$ cat src/term_decode_pkg.sv
// shared constants and types for the input terminal command decoder
package term_decode_pkg;
	localparam int NUM_GP = 3;
	localparam int NUM_PINS = 5;
	localparam int IDX_FWD_PIN = 3;
	localparam int IDX_REV_PIN = 4;
	localparam logic [10:0] NEG_OFFSET = 11'h3e8;
	localparam logic [10:0] CODE_SS0 = 11'h000;
	localparam logic [10:0] CODE_SS1 = 11'h001;
	localparam logic [10:0] CODE_SS2 = 11'h002;
	localparam logic [10:0] CODE_SS3 = 11'h003;
	localparam logic [10:0] CODE_RAMP = 11'h004;
	localparam logic [10:0] CODE_HOLD = 11'h006;
	localparam logic [10:0] CODE_COAST = 11'h007;
	localparam logic [10:0] CODE_ARST = 11'h008;
	localparam logic [10:0] CODE_TRIP = 11'h009;
	localparam logic [10:0] CODE_JOG = 11'h00a;
	localparam logic [10:0] CODE_FSRC = 11'h00b;
	localparam logic [10:0] CODE_MSEL = 11'h00c;
	localparam logic [10:0] CODE_DC_BRAKE_ENABLE = 11'h00d;
	localparam logic [10:0] CODE_UP = 11'h011;
	localparam logic [10:0] CODE_DOWN = 11'h012;
	localparam logic [10:0] CODE_KEYPAD = 11'h013;
	localparam logic [10:0] CODE_PIDCAN = 11'h014;
	localparam logic [10:0] CODE_INV = 11'h015;
	localparam logic [10:0] CODE_LINK = 11'h018;
	localparam logic [10:0] CODE_PIDCLR = 11'h021;
	localparam logic [10:0] CODE_PIDFRZ = 11'h022;
	localparam logic [10:0] CODE_FWD = 11'h062;
	localparam logic [10:0] CODE_REV = 11'h063;
	localparam logic [10:0] RESET_ASSIGN = 11'h000;
	localparam logic [3:0] SPEED_NONE = 4'h0;

	typedef struct packed {
		logic preset_speed_bit3;
		logic preset_speed_bit2;
		logic preset_speed_bit1;
		logic preset_speed_bit0;
		logic ramp_set_select;
		logic three_wire_latch;
		logic coast_stop_cmd;
		logic alarm_reset;
		logic external_trip_cmd;
		logic jog_ready;
		logic freq_source_select;
		logic motor_select;
		logic dc_brake_enable;
		logic freq_up;
		logic freq_down;
		logic keypad_edit_enable;
		logic pid_cancel_cmd;
		logic inverse_action_select;
		logic serial_link_enable;
		logic pid_state_clear;
		logic pid_integral_freeze;
		logic run_forward;
		logic run_backward;
	} cmd_t;
endpackage

$ cat src/input_terminal_command_decoder.sv
// decodes digital input terminals into internal drive commands
// Functional notes
// assignment code selects one terminal command
// run codes only on dedicated run pins
// code plus 1000 gives active-low form; the code decodes no command from 1013, 1098 or 1099
// external trip polarity inverted for fail-safe
// four preset bits index stored frequencies
// all preset bits off passes normal reference
// ramp select picks first or second pair
// unassigned ramp select uses first pair
// hold latches first run edge
// dropping hold clears latched run
// no hold assigned gives two-wire run
// coast stop disables output, no alarm
// alarm reset deasserts fault alarm
// reset release clears display and hold
// external reset pulse at least 10 ms
// keep reset inactive during normal running
// separate assignment per terminal
// assignments reset to active-high
// two-stage synchroniser on each terminal
// unassigned inactive, multiple assignments ORed
module input_terminal_command_decoder #(
	parameter int FREQ_W = 16
)(
	input wire logic clk,
	input wire logic rst,
	// terminal pins, asynchronous
	input wire logic [term_decode_pkg::NUM_GP-1:0] gp_terminal,
	input wire logic fwd_terminal,
	input wire logic rev_terminal,
	// terminal assignment codes
	input wire logic [10:0] input1_assignment,
	input wire logic [10:0] input2_assignment,
	input wire logic [10:0] input3_assignment,
	input wire logic [10:0] fwd_pin_assignment,
	input wire logic [10:0] rev_pin_assignment,
	// frequency and ramp settings
	input wire logic [FREQ_W-1:0] primary_freq_source,
	input wire logic [FREQ_W-1:0] secondary_freq_source,
	input wire logic [15*FREQ_W-1:0] preset_frequency_table,
	input wire logic [FREQ_W-1:0] accel_time_first,
	input wire logic [FREQ_W-1:0] decel_time_first,
	input wire logic [FREQ_W-1:0] accel_time_second,
	input wire logic [FREQ_W-1:0] decel_time_second,
	// fault from the protection logic
	input wire logic fault_event,
	// decoded results
	output term_decode_pkg::cmd_t cmd_reg,
	output logic [3:0] speed_index_reg,
	output logic [FREQ_W-1:0] freq_ref_reg,
	output logic [FREQ_W-1:0] accel_time_reg,
	output logic [FREQ_W-1:0] decel_time_reg,
	output logic run_fwd_reg,
	output logic run_rev_reg,
	output logic drive_enable_reg,
	output logic fault_alarm_output,
	output logic alarm_display_reg,
	output logic trip_hold_reg
);
	localparam int N = term_decode_pkg::NUM_PINS;

	logic [N-1:0] sync1_reg;
	logic [N-1:0] sync2_reg;
	logic [N-1:0][10:0] assign_reg;
	logic [N-1:0] level_reg;
	logic [N-1:0] is_neg;
	logic [N-1:0][10:0] base;
	logic [N-1:0] act;
	term_decode_pkg::cmd_t cmd_next;
	logic hold_assigned;
	logic hold_prev_reg;
	logic arst_prev_reg;
	logic fwd_prev_reg;
	logic rev_prev_reg;

	// three flip-flops (two sync stages plus level_reg) before any decode
	always_ff @(posedge clk)
	begin
		if (rst)
		begin
			sync1_reg <= '0;
			sync2_reg <= '0;
		end
		else
		begin
			sync1_reg <= {rev_terminal, fwd_terminal, gp_terminal};
			sync2_reg <= sync1_reg;
		end
	end

	// per terminal assignment, reset to active-high code
	always_ff @(posedge clk)
	begin
		if (rst)
			assign_reg <= {N{term_decode_pkg::RESET_ASSIGN}};
		else
			assign_reg <= {rev_pin_assignment, fwd_pin_assignment,
				input3_assignment, input2_assignment, input1_assignment};
	end

	always_ff @(posedge clk)
	begin
		if (rst)
			level_reg <= '0;
		else
			level_reg <= sync2_reg;
	end

	// polarity correction per terminal
	genvar g;
	generate
		for (g = 0; g < N; g++)
		begin : g_pol
			assign is_neg[g] = assign_reg[g] >= term_decode_pkg::NEG_OFFSET;
			assign base[g] = is_neg[g] ? 11'(assign_reg[g] - term_decode_pkg::NEG_OFFSET)
				: assign_reg[g];
			// trip code is active when the corrected level is low
			assign act[g] = ((base[g] == term_decode_pkg::CODE_TRIP) ^ is_neg[g]) ?
				~level_reg[g] : level_reg[g];
		end
	endgenerate

	// each command is the OR of the terminals carrying its code, less those barred by and
	function automatic logic hit(input logic [10:0] code, input logic allow_neg,
		input logic run_only);
		logic r;
		r = 1'b0;
		for (int i = 0; i < N; i++)
		begin
			// run codes only from the dedicated run pins
			if (base[i] == code && (allow_neg || !is_neg[i])
				&& (!run_only || i >= term_decode_pkg::IDX_FWD_PIN))
				r = r | act[i];
		end
		return r;
	endfunction

	always_comb
	begin
		cmd_next.preset_speed_bit0 = hit(term_decode_pkg::CODE_SS0, 1'b1, 1'b0);
		cmd_next.preset_speed_bit1 = hit(term_decode_pkg::CODE_SS1, 1'b1, 1'b0);
		cmd_next.preset_speed_bit2 = hit(term_decode_pkg::CODE_SS2, 1'b1, 1'b0);
		cmd_next.preset_speed_bit3 = hit(term_decode_pkg::CODE_SS3, 1'b1, 1'b0);
		cmd_next.ramp_set_select = hit(term_decode_pkg::CODE_RAMP, 1'b1, 1'b0);
		cmd_next.three_wire_latch = hit(term_decode_pkg::CODE_HOLD, 1'b1, 1'b0);
		cmd_next.coast_stop_cmd = hit(term_decode_pkg::CODE_COAST, 1'b1, 1'b0);
		cmd_next.alarm_reset = hit(term_decode_pkg::CODE_ARST, 1'b1, 1'b0);
		cmd_next.external_trip_cmd = hit(term_decode_pkg::CODE_TRIP, 1'b1, 1'b0);
		cmd_next.jog_ready = hit(term_decode_pkg::CODE_JOG, 1'b1, 1'b0);
		cmd_next.freq_source_select = hit(term_decode_pkg::CODE_FSRC, 1'b1, 1'b0);
		cmd_next.motor_select = hit(term_decode_pkg::CODE_MSEL, 1'b1, 1'b0);
		cmd_next.dc_brake_enable = hit(term_decode_pkg::CODE_DC_BRAKE_ENABLE, 1'b0, 1'b0);
		cmd_next.freq_up = hit(term_decode_pkg::CODE_UP, 1'b1, 1'b0);
		cmd_next.freq_down = hit(term_decode_pkg::CODE_DOWN, 1'b1, 1'b0);
		cmd_next.keypad_edit_enable = hit(term_decode_pkg::CODE_KEYPAD, 1'b1, 1'b0);
		cmd_next.pid_cancel_cmd = hit(term_decode_pkg::CODE_PIDCAN, 1'b1, 1'b0);
		cmd_next.inverse_action_select = hit(term_decode_pkg::CODE_INV, 1'b1, 1'b0);
		cmd_next.serial_link_enable = hit(term_decode_pkg::CODE_LINK, 1'b1, 1'b0);
		cmd_next.pid_state_clear = hit(term_decode_pkg::CODE_PIDCLR, 1'b1, 1'b0);
		cmd_next.pid_integral_freeze = hit(term_decode_pkg::CODE_PIDFRZ, 1'b1, 1'b0);
		cmd_next.run_forward = hit(term_decode_pkg::CODE_FWD, 1'b0, 1'b1);
		cmd_next.run_backward = hit(term_decode_pkg::CODE_REV, 1'b0, 1'b1);
		hold_assigned = 1'b0;
		for (int i = 0; i < N; i++)
			hold_assigned = hold_assigned | (base[i] == term_decode_pkg::CODE_HOLD);
	end

	always_ff @(posedge clk)
	begin
		if (rst)
			cmd_reg <= '0;
		else
			cmd_reg <= cmd_next;
	end

	// preset index and frequency reference
	always_ff @(posedge clk)
	begin
		if (rst)
		begin
			speed_index_reg <= term_decode_pkg::SPEED_NONE;
			freq_ref_reg <= '0;
		end
		else
		begin
			speed_index_reg <= {cmd_next.preset_speed_bit3, cmd_next.preset_speed_bit2,
				cmd_next.preset_speed_bit1, cmd_next.preset_speed_bit0};
			if (speed_index_reg == term_decode_pkg::SPEED_NONE)
				freq_ref_reg <= cmd_reg.freq_source_select ? secondary_freq_source
					: primary_freq_source;
			else
				freq_ref_reg <= preset_frequency_table[
					(32'(speed_index_reg) - 1) * FREQ_W +: FREQ_W];
		end
	end

	// unassigned select reads low, so first pair is default
	always_ff @(posedge clk)
	begin
		if (rst)
		begin
			accel_time_reg <= '0;
			decel_time_reg <= '0;
		end
		else
		begin
			accel_time_reg <= cmd_next.ramp_set_select ? accel_time_second : accel_time_first;
			decel_time_reg <= cmd_next.ramp_set_select ? decel_time_second : decel_time_first;
		end
	end

	// run control: three-wire self hold or two-wire level
	always_ff @(posedge clk)
	begin
		if (rst)
		begin
			run_fwd_reg <= 1'b0;
			run_rev_reg <= 1'b0;
			fwd_prev_reg <= 1'b0;
			rev_prev_reg <= 1'b0;
			hold_prev_reg <= 1'b0;
		end
		else
		begin
			fwd_prev_reg <= cmd_next.run_forward;
			rev_prev_reg <= cmd_next.run_backward;
			hold_prev_reg <= cmd_next.three_wire_latch;
			if (!hold_assigned)
			begin
				run_fwd_reg <= cmd_next.run_forward;
				run_rev_reg <= cmd_next.run_backward;
			end
			else if (!cmd_next.three_wire_latch)
			begin
				run_fwd_reg <= 1'b0;
				run_rev_reg <= 1'b0;
			end
			else if (!run_fwd_reg && !run_rev_reg)
			begin
				// first rising run edge wins; forward if both at once
				if (cmd_next.run_forward && !fwd_prev_reg)
					run_fwd_reg <= 1'b1;
				else if (cmd_next.run_backward && !rev_prev_reg)
					run_rev_reg <= 1'b1;
			end
		end
	end

	// coast stop kills output immediately, alarm untouched
	always_ff @(posedge clk)
	begin
		if (rst)
			drive_enable_reg <= 1'b0;
		else
			drive_enable_reg <= !cmd_next.coast_stop_cmd && !trip_hold_reg
				&& (run_fwd_reg || run_rev_reg);
	end

	// alarm: trip self-holds; reset drops relay on press, clears hold on release
	always_ff @(posedge clk)
	begin
		if (rst)
		begin
			fault_alarm_output <= 1'b0;
			alarm_display_reg <= 1'b0;
			trip_hold_reg <= 1'b0;
			arst_prev_reg <= 1'b0;
		end
		else
		begin
			arst_prev_reg <= cmd_next.alarm_reset;
			// new faults set over any clear in the same cycle
			if (cmd_next.external_trip_cmd || fault_event)
			begin
				fault_alarm_output <= 1'b1;
				alarm_display_reg <= 1'b1;
				trip_hold_reg <= 1'b1;
			end
			else
			begin
				if (cmd_next.alarm_reset)
					fault_alarm_output <= 1'b0;
				if (arst_prev_reg && !cmd_next.alarm_reset)
				begin
					alarm_display_reg <= 1'b0;
					trip_hold_reg <= 1'b0;
				end
			end
		end
	end
endmodule

$ cat config.mk
export PLATFORM = sky130hd
export DESIGN_NAME = input_terminal_command_decoder
export DESIGN_NICKNAME = d
export VERILOG_FILES = /design/src/term_decode_pkg.sv /design/src/input_terminal_command_decoder.sv
export SDC_FILE = /design/constraint.sdc
export NUM_CORES = 1
export LEC_CHECK = 0
export ABC_AREA = 1
export BUFFER_PORTS_ARGS = -buffer_cell sky130_fd_sc_hd__buf_4
export CAP_MARGIN = 15
export CORE_AREA = 2 2 188 190
export DETAILED_ROUTE_END_ITERATION = 6
export DIE_AREA = 0 0 190 192
export PLACE_DENSITY = 0.54
export SLEW_MARGIN = 20
export SYNTH_ARGS = -nofsm -noshare
export SYNTH_HDL_FRONTEND = slang
export SYNTH_SLANG_ARGS = --single-unit
$ cat constraint.sdc
create_clock -name clk -period 7.85 [get_ports clk]
set_clock_uncertainty 0.15 [all_clocks]
set_input_delay 1.1775 -clock clk [delete_from_list [all_inputs] [get_ports clk]]
set_output_delay 1.1775 -clock clk [all_outputs]
set_load 0.02 [all_outputs]
== Yosys cells after proc, flatten, opt, wreduce, memory -nomap -nowiden ==
Index checks and enable logic that the tools add are counted.

* Muxes and demuxes: 136
* $lt $le $gt $ge: 5
* Bitwise operators: 100
* Reductions and logical operators: 39
* Equality and inequality tests: 108
* Add/sub/neg operators: 6
* Shift operators: 1

{| class="wikitable"
|+ Operators by type and width
! operator !! number
|-
| 11-bit by 4-bit equality test with 1-bit output, second input constant || 30
|-
| 11-bit by 5-bit equality test with 1-bit output, second input constant || 30
|-
| 240-bit by 33-bit variable part select with 16-bit output || 1
|-
| 11-bit by 3-bit equality test with 1-bit output, second input constant || 15
|-
| 1-bit 2-to-1 mux || 127
|-
| 11-bit by 2-bit equality test with 1-bit output, second input constant || 10
|-
| 11-bit by 6-bit equality test with 1-bit output, second input constant || 10
|-
| 1-bit OR || 90
|-
| 16-bit 2-to-1 mux || 4
|-
| 11-bit by 1-bit equality test with 1-bit output, second input constant || 5
|-
| 11-bit by 10-bit >= comparator with 1-bit output, second input constant || 5
|-
| 11-bit zero test || 5
|-
| 11-bit 2-to-1 mux || 5
|-
| 11-bit by 10-bit subtractor with 11-bit output, second input constant || 5
|-
| 11-bit by 7-bit equality test with 1-bit output, second input constant || 4
|-
| 1-bit logical AND || 15
|-
| 1-bit zero test || 12
|-
| 3-bit by 2-bit != test with 1-bit output, second input constant || 3
|-
| 1-bit NOT || 5
|-
| 4-bit by 1-bit subtractor with 5-bit output, second input constant || 1
|-
| 1-bit XOR || 5
|-
| 4-bit zero test || 1
|-
| 2-bit nonzero test || 2
|-
| 3-bit != test, second input constant || 1
|-
| other kinds (3) || 4
|}

* Word-level logic and storage cells: 435
* Register bits after elaboration: 150
* Output and inout port bits: 81
* Input bits: 399

== Logic depth before layout (Yosys ltp) ==
Gate-level depths: netlist of the first run.

* Word-level depth: 18
* Mapped depth: 23
* Depth with buffers taken out: 22

== Least setup slack after synthesis of the first run ==
Ideal clock, no wire load.

* Path type: register to register
* From: reg speed_index_reg[0]
* To: reg freq_ref_reg[12]
* Stages on the path, launching flop included: 14
* Setup slack: 4970 ps
* Buffers on the path: 4
* Clock period less this slack: 2880 ps
* Setup time: 70 ps
* Required time: 7630 ps
* Data arrival time: 2659 ps
* Cells stage by stage: dfxtp_1 -> inv_1 -> clkbuf_1 -> clkbuf_1 -> ha_1 -> clkbuf_1 -> nor2_1 -> clkbuf_1 -> a21oi_1 -> o21ai_0 -> nand3_1 -> nand2_1 -> nand2_1 -> a21oi_1

* Word-level cells in the longest chain between the ends: 3
* Elaborated cells on any way between the ends: 4
* Those cells by class: add/sub (1); shift (1); mux (1); reduce/logical (1)

{| class="wikitable"
|+ RTL lines
! element !! line !! text
|-
| start: declaration || input_terminal_command_decoder.sv:50 || <nowiki>output logic [3:0] speed_index_reg,</nowiki>
|-
| start signal: assignment || input_terminal_command_decoder.sv:182 || <nowiki>speed_index_reg <= term_decode_pkg::SPEED_NONE;</nowiki>
|-
| start signal: assignment || input_terminal_command_decoder.sv:187 || <nowiki>speed_index_reg <= {cmd_next.preset_speed_bit3, cmd_next.preset_speed_bit2,</nowiki>
|-
| 4-bit by 1-bit subtractor with 5-bit output || input_terminal_command_decoder.sv:194 || <nowiki>(32'(speed_index_reg) - 1) * FREQ_W +: FREQ_W];</nowiki>
|-
| 240-bit by 33-bit variable part select with 16-bit output || input_terminal_command_decoder.sv:193 || <nowiki>freq_ref_reg <= preset_frequency_table[</nowiki>
|-
| 16-bit 2-to-1 mux (*) || input_terminal_command_decoder.sv:189 || <nowiki>if (speed_index_reg == term_decode_pkg::SPEED_NONE)</nowiki>
|-
| end signal: assignment || input_terminal_command_decoder.sv:190 || <nowiki>freq_ref_reg <= cmd_reg.freq_source_select ? secondary_freq_source</nowiki>
|-
| end signal: assignment || input_terminal_command_decoder.sv:193 ||
|-
| end: declaration || input_terminal_command_decoder.sv:51 || <nowiki>output logic [FREQ_W-1:0] freq_ref_reg,</nowiki>
|}

Every way passes the cells marked *; elsewhere a longest branch is shown, timed or not.
A chain may end at the register's enable or synchronous reset.

== Final worst setup path of the first run ==
* From: reg assign_reg[3] (netlist name)
* To: reg accel_time_reg[9]

* Word-level cells in the longest chain between the ends: 15
* Elaborated cells on any way between the ends: 17
* Those cells by class: add/sub (1); order compare (1); eq/ne (2); mux (8); bitwise (5)

{| class="wikitable"
|+ RTL lines
! element !! line !! text
|-
| start: declaration || input_terminal_command_decoder.sv:65 || <nowiki>logic [N-1:0][10:0] assign_reg;</nowiki>
|-
| start signal: assignment || input_terminal_command_decoder.sv:96 || <nowiki>assign_reg <= {N{term_decode_pkg::RESET_ASSIGN}};</nowiki>
|-
| start signal: assignment || input_terminal_command_decoder.sv:98 || <nowiki>assign_reg <= {rev_pin_assignment, fwd_pin_assignment,</nowiki>
|-
| 11-bit by 10-bit subtractor with 11-bit output / 11-bit by 10-bit >= comparator with 1-bit output (equally long branches) || input_terminal_command_decoder.sv:116, input_terminal_command_decoder.sv:115 ||
|-
| 11-bit 2-to-1 mux || input_terminal_command_decoder.sv:116 || <nowiki>assign base[g] = is_neg[g] ? 11'(assign_reg[g] - term_decode_pkg::NEG_OFFSET)</nowiki>
|-
| 11-bit by 4-bit equality test with 1-bit output || input_terminal_command_decoder.sv:119 || <nowiki>assign act[g] = ((base[g] == term_decode_pkg::CODE_TRIP) ^ is_neg[g]) ?</nowiki>
|-
| 1-bit XOR || input_terminal_command_decoder.sv:119 ||
|-
| 1-bit 2-to-1 mux || input_terminal_command_decoder.sv:119 ||
|-
| 1-bit 2-to-1 mux (*) || input_terminal_command_decoder.sv:132 || <nowiki>if (base[i] == code && (allow_neg || !is_neg[i])</nowiki>
|-
| 1-bit OR || input_terminal_command_decoder.sv:134 || <nowiki>r = r | act[i];</nowiki>
|-
| 1-bit 2-to-1 mux (*) || input_terminal_command_decoder.sv:132 ||
|-
| 1-bit OR || input_terminal_command_decoder.sv:134 ||
|-
| 1-bit 2-to-1 mux (*) || input_terminal_command_decoder.sv:132 ||
|-
| 1-bit OR || input_terminal_command_decoder.sv:134 ||
|-
| 1-bit 2-to-1 mux (*) || input_terminal_command_decoder.sv:132 ||
|-
| 1-bit OR || input_terminal_command_decoder.sv:134 ||
|-
| 1-bit 2-to-1 mux (*) || input_terminal_command_decoder.sv:132 ||
|-
| 16-bit 2-to-1 mux (*) || input_terminal_command_decoder.sv:208 || <nowiki>accel_time_reg <= cmd_next.ramp_set_select ? accel_time_second : accel_time_first;</nowiki>
|-
| end signal: assignment || input_terminal_command_decoder.sv:208 ||
|-
| end: declaration || input_terminal_command_decoder.sv:52 || <nowiki>output logic [FREQ_W-1:0] accel_time_reg,</nowiki>
|}

Marked as above.

==> flow_metrics.py, run 1 <==
metrics = {
    "outcome": {
        "outcome": "finished clean",
    },
    "sta": {
        "slew_violations": 0,
        "hold_viol": 0,
        "tns_ps": 0,
        "finalSetupViolCount": 0,
        "tightest_slew_ps": 1060,
        "relSlewSlack_pct": 28.8,
        "period_needed_ps": 3770,
        "rsz0062_at_grt": "no",
        "max_freq_ghz": 0.265,
        "setup_ws_ps": 4080,
        "fin_hold_ws_ps": 251,
        "period_share_pct": 48.1,
    },
    "synthesis": {
        "synth_area_leaders": "dfxtp_1 28%, nor2_1 12%, nand2_1 11%, inv_1 7.6%, nand3_1 7.4%",
        "synth-seq-cells": 146,
        "syn_area_um2": 10600,
        "yosysWarnings": 0,
        "yosysTopAreaCell": "dfxtp_1",
        "netlist.area_leader.share_pct": 27.6,
        "synth_seq_area_share_pct": 27.6,
        "syn-instance-count": 1717,
        "synth-main-ff-cell": "dfxtp_1",
        "synth_edf_count": 0,
        "yosysUniqueCellTypes": 46,
        "synth_nets": 2123,
        "synth.avg_cell_area_um2": 6.16,
        "async_flop_share_pct": 0,
    },
    "drt": {
        "dr.pass1.iters": 5,
        "ant_nets": 0,
        "drc": 0,
        "routedWlPerCell_um": 19.9,
        "num_vias": 13120,
        "via_per_inst": 5.04,
        "routed_wl_mm": 51.8,
        "drtIter0Drc": 950,
    },
    "cts": {
        "cts_root_buffer": "clkbuf_16",
        "clk_pin_slew_ps": 60,
        "cts_resized": 0,
        "cts_sinks": 146,
        "cts_setup_buffers": 0,
        "cts_tree": "built",
        "htree_levels": 4,
        "numCtsBuffers": 17,
        "cts_hold_buf": 0,
        "clockBufferDepth": 2,
        "clk_latency_ps": 440,
    },
    "layout": {
        "postLayoutCellArea_um2": 14900,
        "post-route-util_pct": 43.6,
        "area_growth_pct": 41.2,
        "drive_gt1_share_pct": 28.9,
        "largest_reg_flops": 55,
        "final_nets": 2539,
        "fillCellCount": 3707,
    },
    "flow_run": {
        "cap_violations": 0,
    },
    "global_route": {
        "grt_pass1_wl_mm": 76.4,
        "top_usage_layer": "met2",
        "grt_pass1_vias": 12343,
        "grt_use_total_pct": 27.7,
        "grt_max_degree": 86,
        "met3_usage_pct": 5.23,
        "grtUsageMet1_pct": 36.7,
        "grt_overflow_total": 0,
        "grt_util_met2_pct": 45.8,
        "antenna_found_initial": 2,
    },
    "critical_path": {
        "end_kind": "flip-flop",
        "slowest_delay_ps": 720,
        "worstSetupPathType": "flip-flop to flip-flop",
        "cp_cell_sequence": "inv_1 -> ha_1 -> nor2_1 -> a21oi_2 -> nand2_1 -> nand2_1 -> nand2_1 -> nand3_1 -> nor2_4 -> nand4_1 -> nand4_1 -> nand2_2 -> nor2_8 -> nand3_1 -> nand2_1 -> nor2_1",
        "path_common_cell": "nand2_1",
        "slowest_stage": "nor2_8",
        "critPathTopFamily": "simple AND/OR/NAND/NOR gates",
        "cp_data_arrival_time_ps": 3950,
        "crit_required_ps": 8030,
        "startpoint_type": "flip-flop",
        "path_max_fanout": 64,
        "worst-path-buf-inv": 1,
    },
    "floorplanning": {
        "dieArea_um2": 36500,
        "row_count": 68,
        "die_h_um": 192,
        "num_io_pins": 480,
        "fp.dieW_um": 190,
        "core_area_um2": 34300,
        "start_util_pct": 30.9,
    },
    "placed_design": {
        "pre_cts_ws_ps": 4100,
        "hpwl_mm": 42.4,
        "gp_congestion": 0.950,
        "io_buffers": 479,
        "dpl-instance-area_um2": 14300,
    },
    "power": {
        "powerDensity_nw_per_um2": 144,
        "p_leak_nw": 7.45,
        "peakVddDrop_mv": 0.151,
    },
    "hold_path": {
        "min_path_type": "flip-flop to flip-flop",
    },
}
[where the power goes]
| part | switching (mW) | internal [mW] | total, mW |
|---|---|---|---|
| clock | 0.337 | 0.493 | 0.831 |
| sequential | 0.0293 | 0.776 | 0.806 |
| combinational | 0.281 | 0.234 | 0.514 |
[layout by cell type (no fill, tap or decap), types with 3 or more instances in the layout]
cell type,instances
xor2_1,12
nor2_4,7
o21ai_1,5
clkbuf_8,3
nor3_1,26
nand2_2,14
o21ai_0,144
inv_2,7
nand3_1,157
nor3b_1,4
nand3b_1,4
inv_1,212
clkinvlp_4,5
nand3_2,15
a21oi_2,13
o22ai_1,6
xnor2_1,7
buf_4,488
nor2_8,3
clkbuf_16,17
nor2_1,325
ha_1,7
dfxtp_1,145
nand2_1,300
nor4_1,10
o211ai_1,3
nor2_2,11
nand4_1,27
a21oi_1,73
o31ai_1,3
o221ai_1,45
nand2_4,5
or2_2,3
mux2_2,16
[logic make-up (layout without fill, tap and decap cells)]
kind of cell,Yosys count,after routing,synth area share [%]
adder cells (fa/ha/maj),7,7,0.828
multiplexers,16,16,1.70
other,0,1,0
AO/OA/AOI/OAI,303,303,17.0
flip-flops,146,146,27.6
XOR/XNOR,20,20,1.66
buffers and inverters,311,739,12.4
AND/OR/NAND/NOR,914,914,38.8
[cell usage after synthesis, types with 2 or more instances]
cell        n
nor2_8      3
o22ai_1     6
a21oi_1    73
o31ai_1     3
o21ai_0   145
buf_6      11
clkbuf_1   55
a221oi_1    2
nor2_2     11
ha_1        7
inv_1     214
o32ai_1     2
nand2_2    13
nand3b_1    4
xnor2_1     8
nor2_4      7
nand3_2    15
mux2_2     16
nor3_1     26
nand2_4     5
buf_2       3
nor3b_1     4
xor2_1     12
o221ai_1   45
nand3_1   157
buf_4      13
nor4_1     10
nand2_1   301
o21ai_1     5
nor2_1    325
or2_2       3
inv_2       5
buf_1       8
dfxtp_1   146
o211ai_1    3
nand4_1    27
a21oi_2    13
a32oi_1     2
or3_1       2
[path summary, 6_finish.rpt]
check,startpoint,end,slack [ps],depth (start not counted)
setup / recovery,assign_reg[3],accel_time_reg[9],4080,16
hold / removal,sync2_reg[0],level_reg[0],250,2
setup reg to reg,assign_reg[3],accel_time_reg[9],4080,16
hold reg to reg,sync2_reg[0],level_reg[0],250,2
[per-stage QoR]
step                      power (mW)  std cells
final                           2.15       2601
after global routing            2.26       2601
after CTS                       2.17       2600
after detailed placement        1.33       2569
after global placement          1.33       2569
after floorplan                 1.06       1717
[worst register-to-register path: stages, from the launching register on]
cell	delay (ps)
dfxtp_1	410
inv_1	100
ha_1	260
nor2_1	150
a21oi_2	90
nand2_1	320
nand2_1	100
nand2_1	70
nand3_1	150
nor2_4	200
nand4_1	180
nand4_1	250
nand2_2	130
nor2_8	720
nand3_1	210
nand2_1	120
nor2_1	50
[area by class of cell]
cell class | count | area, um2 | share of cell area, %
antenna | 1 | 2.50 | 0.0168
clock buffer | 20 | 467 | 3.12
clock inverter | 11 | 129 | 0.863
inverter | 220 | 826 | 5.53
multi-input combinational | 1260 | 6360 | 42.5
sequential | 146 | 2930 | 19.6
tap | 455 | 569 | 3.81
timing repair buffer | 488 | 3660 | 24.5
[routing by layer]
layer  up-vias  wire length (um)
met5         -                13
met4         2              1200
met1      6118             22500
li1       6435                 -
met3        59              3850
met2       506             24300
(Power assumes the default switching activity.)
==> run 2, diff against run 1 <==
- CORE_AREA: 2 2 188 190 -> 2 2 186 188
- DIE_AREA: 0 0 190 192 -> 0 0 188 190
- PLACE_DENSITY: 0.54 -> 0.55
- clock period: 7.85 -> 3.6 ns (I/O delays scaled with it)
==> run 2 against run 1 <==
  * Final cell count increased by 0.65%
  * Clock power is 110% higher
  * First-iteration DRC count down 6.2%
  * Routed wire length fell by 0.52%
  * Via count rose by 0.41%
  * Global-route usage is 0.097 points higher
  * Core utilization increased by 0.90 points
  * Critical path type unchanged
  * Critical endpoint is now decel_time_reg[7]
  * Highest routed layer is now met4
==> flow_metrics.py, run 2 (synthesis gave the netlist of run 1 again) <==
metrics = {
    "outcome": {
        "outcome": "finished clean",
    },
    "drt": {
        "drc": 0,
        "num_vias": 13174,
        "routedWlPerCell_um": 19.7,
        "dr.pass1.iters": 5,
        "ant_nets": 0,
        "routed_wl_mm": 51.6,
        "via_per_inst": 5.03,
        "drtIter0Drc": 891,
    },
    "cts": {
        "clk_pin_slew_ps": 70,
        "cts_tree": "built",
        "cts_sinks": 146,
        "numCtsBuffers": 17,
        "clockBufferDepth": 2,
        "clk_latency_ps": 430,
        "htree_levels": 4,
        "cts_root_buffer": "clkbuf_16",
    },
    "global_route": {
        "grt_pass1_vias": 12456,
        "grt_pass1_wl_mm": 75.0,
        "antenna_found_initial": 1,
        "grt_overflow_total": 0,
        "grt_use_total_pct": 27.8,
        "grt_max_degree": 115,
    },
    "power": {
        "p_sw_mw": 1.41,
        "p_comb_share_pct": 24.5,
        "peakVddDrop_mv": 0.317,
        "p_clk_share_pct": 37.9,
        "powerDensity_nw_per_um2": 308,
        "sw_frac_of_total_pct": 30.3,
        "p_int_mw": 3.24,
        "p_leak_nw": 7.56,
        "seq_power_share_pct": 37.6,
    },
    "layout": {
        "largest_reg_flops": 55,
        "fillCellCount": 3628,
        "multi_input_area_um2": 6360,
        "layout_common_cells": "501 x buf_4, 325 x nor2_1, 300 x nand2_1",
        "final_nets": 2555,
        "final_common_cell": "buf_4",
        "drive_gt1_share_pct": 29.3,
        "area_growth_pct": 42.7,
        "register_area_um2": 2930,
    },
    "critical_path": {
        "crit_required_ps": 3770,
        "path_max_fanout": 32,
        "startpoint_type": "flip-flop",
        "worstSetupPathType": "flip-flop to flip-flop",
        "end_kind": "flip-flop",
        "cp_data_arrival_time_ps": 3460,
    },
    "placed_design": {
        "gp_congestion": 0.982,
        "hpwl_mm": 41.9,
        "pre_cts_ws_ps": 283,
        "io_buffers": 479,
    },
    "flow_run": {
        "cap_violations": 0,
    },
    "floorplanning": {
        "die_h_um": 190,
        "row_count": 68,
        "num_io_pins": 480,
        "core_area_um2": 33900,
        "start_util_pct": 31.2,
        "fp.dieW_um": 188,
        "dieArea_um2": 35700,
    },
    "sta": {
        "hold_viol": 0,
        "max_freq_ghz": 0.304,
        "tns_ps": 0,
        "period_share_pct": 91.4,
        "period_needed_ps": 3290,
        "setup_ws_ps": 308,
        "fin_hold_ws_ps": 158,
        "relSlewSlack_pct": 24.4,
        "slew_violations": 0,
        "rsz0062_at_grt": "no",
        "tightest_slew_ps": 1130,
        "finalSetupViolCount": 0,
    },
    "hold_path": {
        "min_path_type": "input port to flip-flop",
    },
}
## run 2: cell types whose count changed in the layout (fill, tap and decap cells not counted), sizes merged
cell | previous run | this run
buf | 488 | 503
clkbuf | 20 | 23
clkinvlp | 5 | 2
clkinv | 3 | 5
bufinv | 2 | 1
inv | 221 | 222
## run 2: critical path, stage by stage (launching register included)
cell and delay [ps]:
dfxtp_1 350, inv_1 100, ha_1 240, inv_1 120
nand3_2 120, nor2_4 160, nor2_8 60, nand2_4 150
nand2_1 70, o21ai_1 120, nand2_1 190, nor2_8 190
nand3_2 90, nand2_1 90, nand2_2 110, nand3_2 100
nand2_2 90, nor2_8 210, buf_16 220, nand3_1 100
nand2_1 70, nor2_1 50
## run 2: stage by stage
step / total power, mW / utilization (%) / cells / cell area, um2
after floorplan: 2.32 / - / 1717 / 10600
after global placement: 2.91 / 42.6 / 2583 / 14500
after detailed placement: 2.91 / 42.6 / 2583 / 14500
after CTS: 4.69 / 44.3 / 2615 / 15100
after global routing: 4.89 / 44.5 / 2618 / 15100
final: 4.65 / 44.5 / 2618 / 15100
## run 2: routing by layer
| metal | track usage (%) | wire, um | up-vias | share of wire, % |
|---|---|---|---|---|
| met5 | 0 | 0 | - | 0 |
| met3 | 6.97 | 4030 | 76 | 7.8 |
| met4 | 9.51 | 1540 | 0 | 3.0 |
| met1 | 34.4 | 21400 | 6065 | 42 |
| met2 | 46.9 | 24600 | 566 | 48 |
| li1 | - | - | 6467 | - |
## run 2: power groups by stage
| stage | combinational (mW) | sequential [mW] | clock (mW) |
|---|---|---|---|
| 2_1_floorplan | 0.505 | 1.82 | 0 |
| 3_3_place_gp | 1.13 | 1.78 | 0 |
| 3_5_place_dp | 1.13 | 1.79 | 0 |
| 4_1_cts | 1.13 | 1.75 | 1.80 |
| 5_1_grt | 1.25 | 1.76 | 1.88 |
| 6_report | 1.14 | 1.75 | 1.76 |
## run 2: final timing paths
path | startpoint | end | slack, ps | depth (start not counted)
min | fwd_pin_assignment[1] | assign_reg[34] | 160 | 3
max | assign_reg[36] | decel_time_reg[7] | 310 | 21
min reg2reg | sync1_reg[3] | sync2_reg[3] | 250 | 2
max reg2reg | assign_reg[36] | decel_time_reg[7] | 310 | 21
## run 2: area by class of cell
cell class	count	share of cell area, %
Tap cell	455	3.77
Inverter	220	5.47
Sequential cell	146	19.4
Multi-Input combinational cell	1260	42.1
Clock buffer	22	3.21
Antenna cell	1	0.0166
Clock inverter	10	0.655
Timing Repair Buffer	504	25.4
## run 2: repair_timing
action,4_1_cts,5_1_grt
setup endpoints to repair,0,32
setup buffers,0,1
gates resized for setup,0,2
hold buffers,0,0
endpoints found under the hold margin,0,0
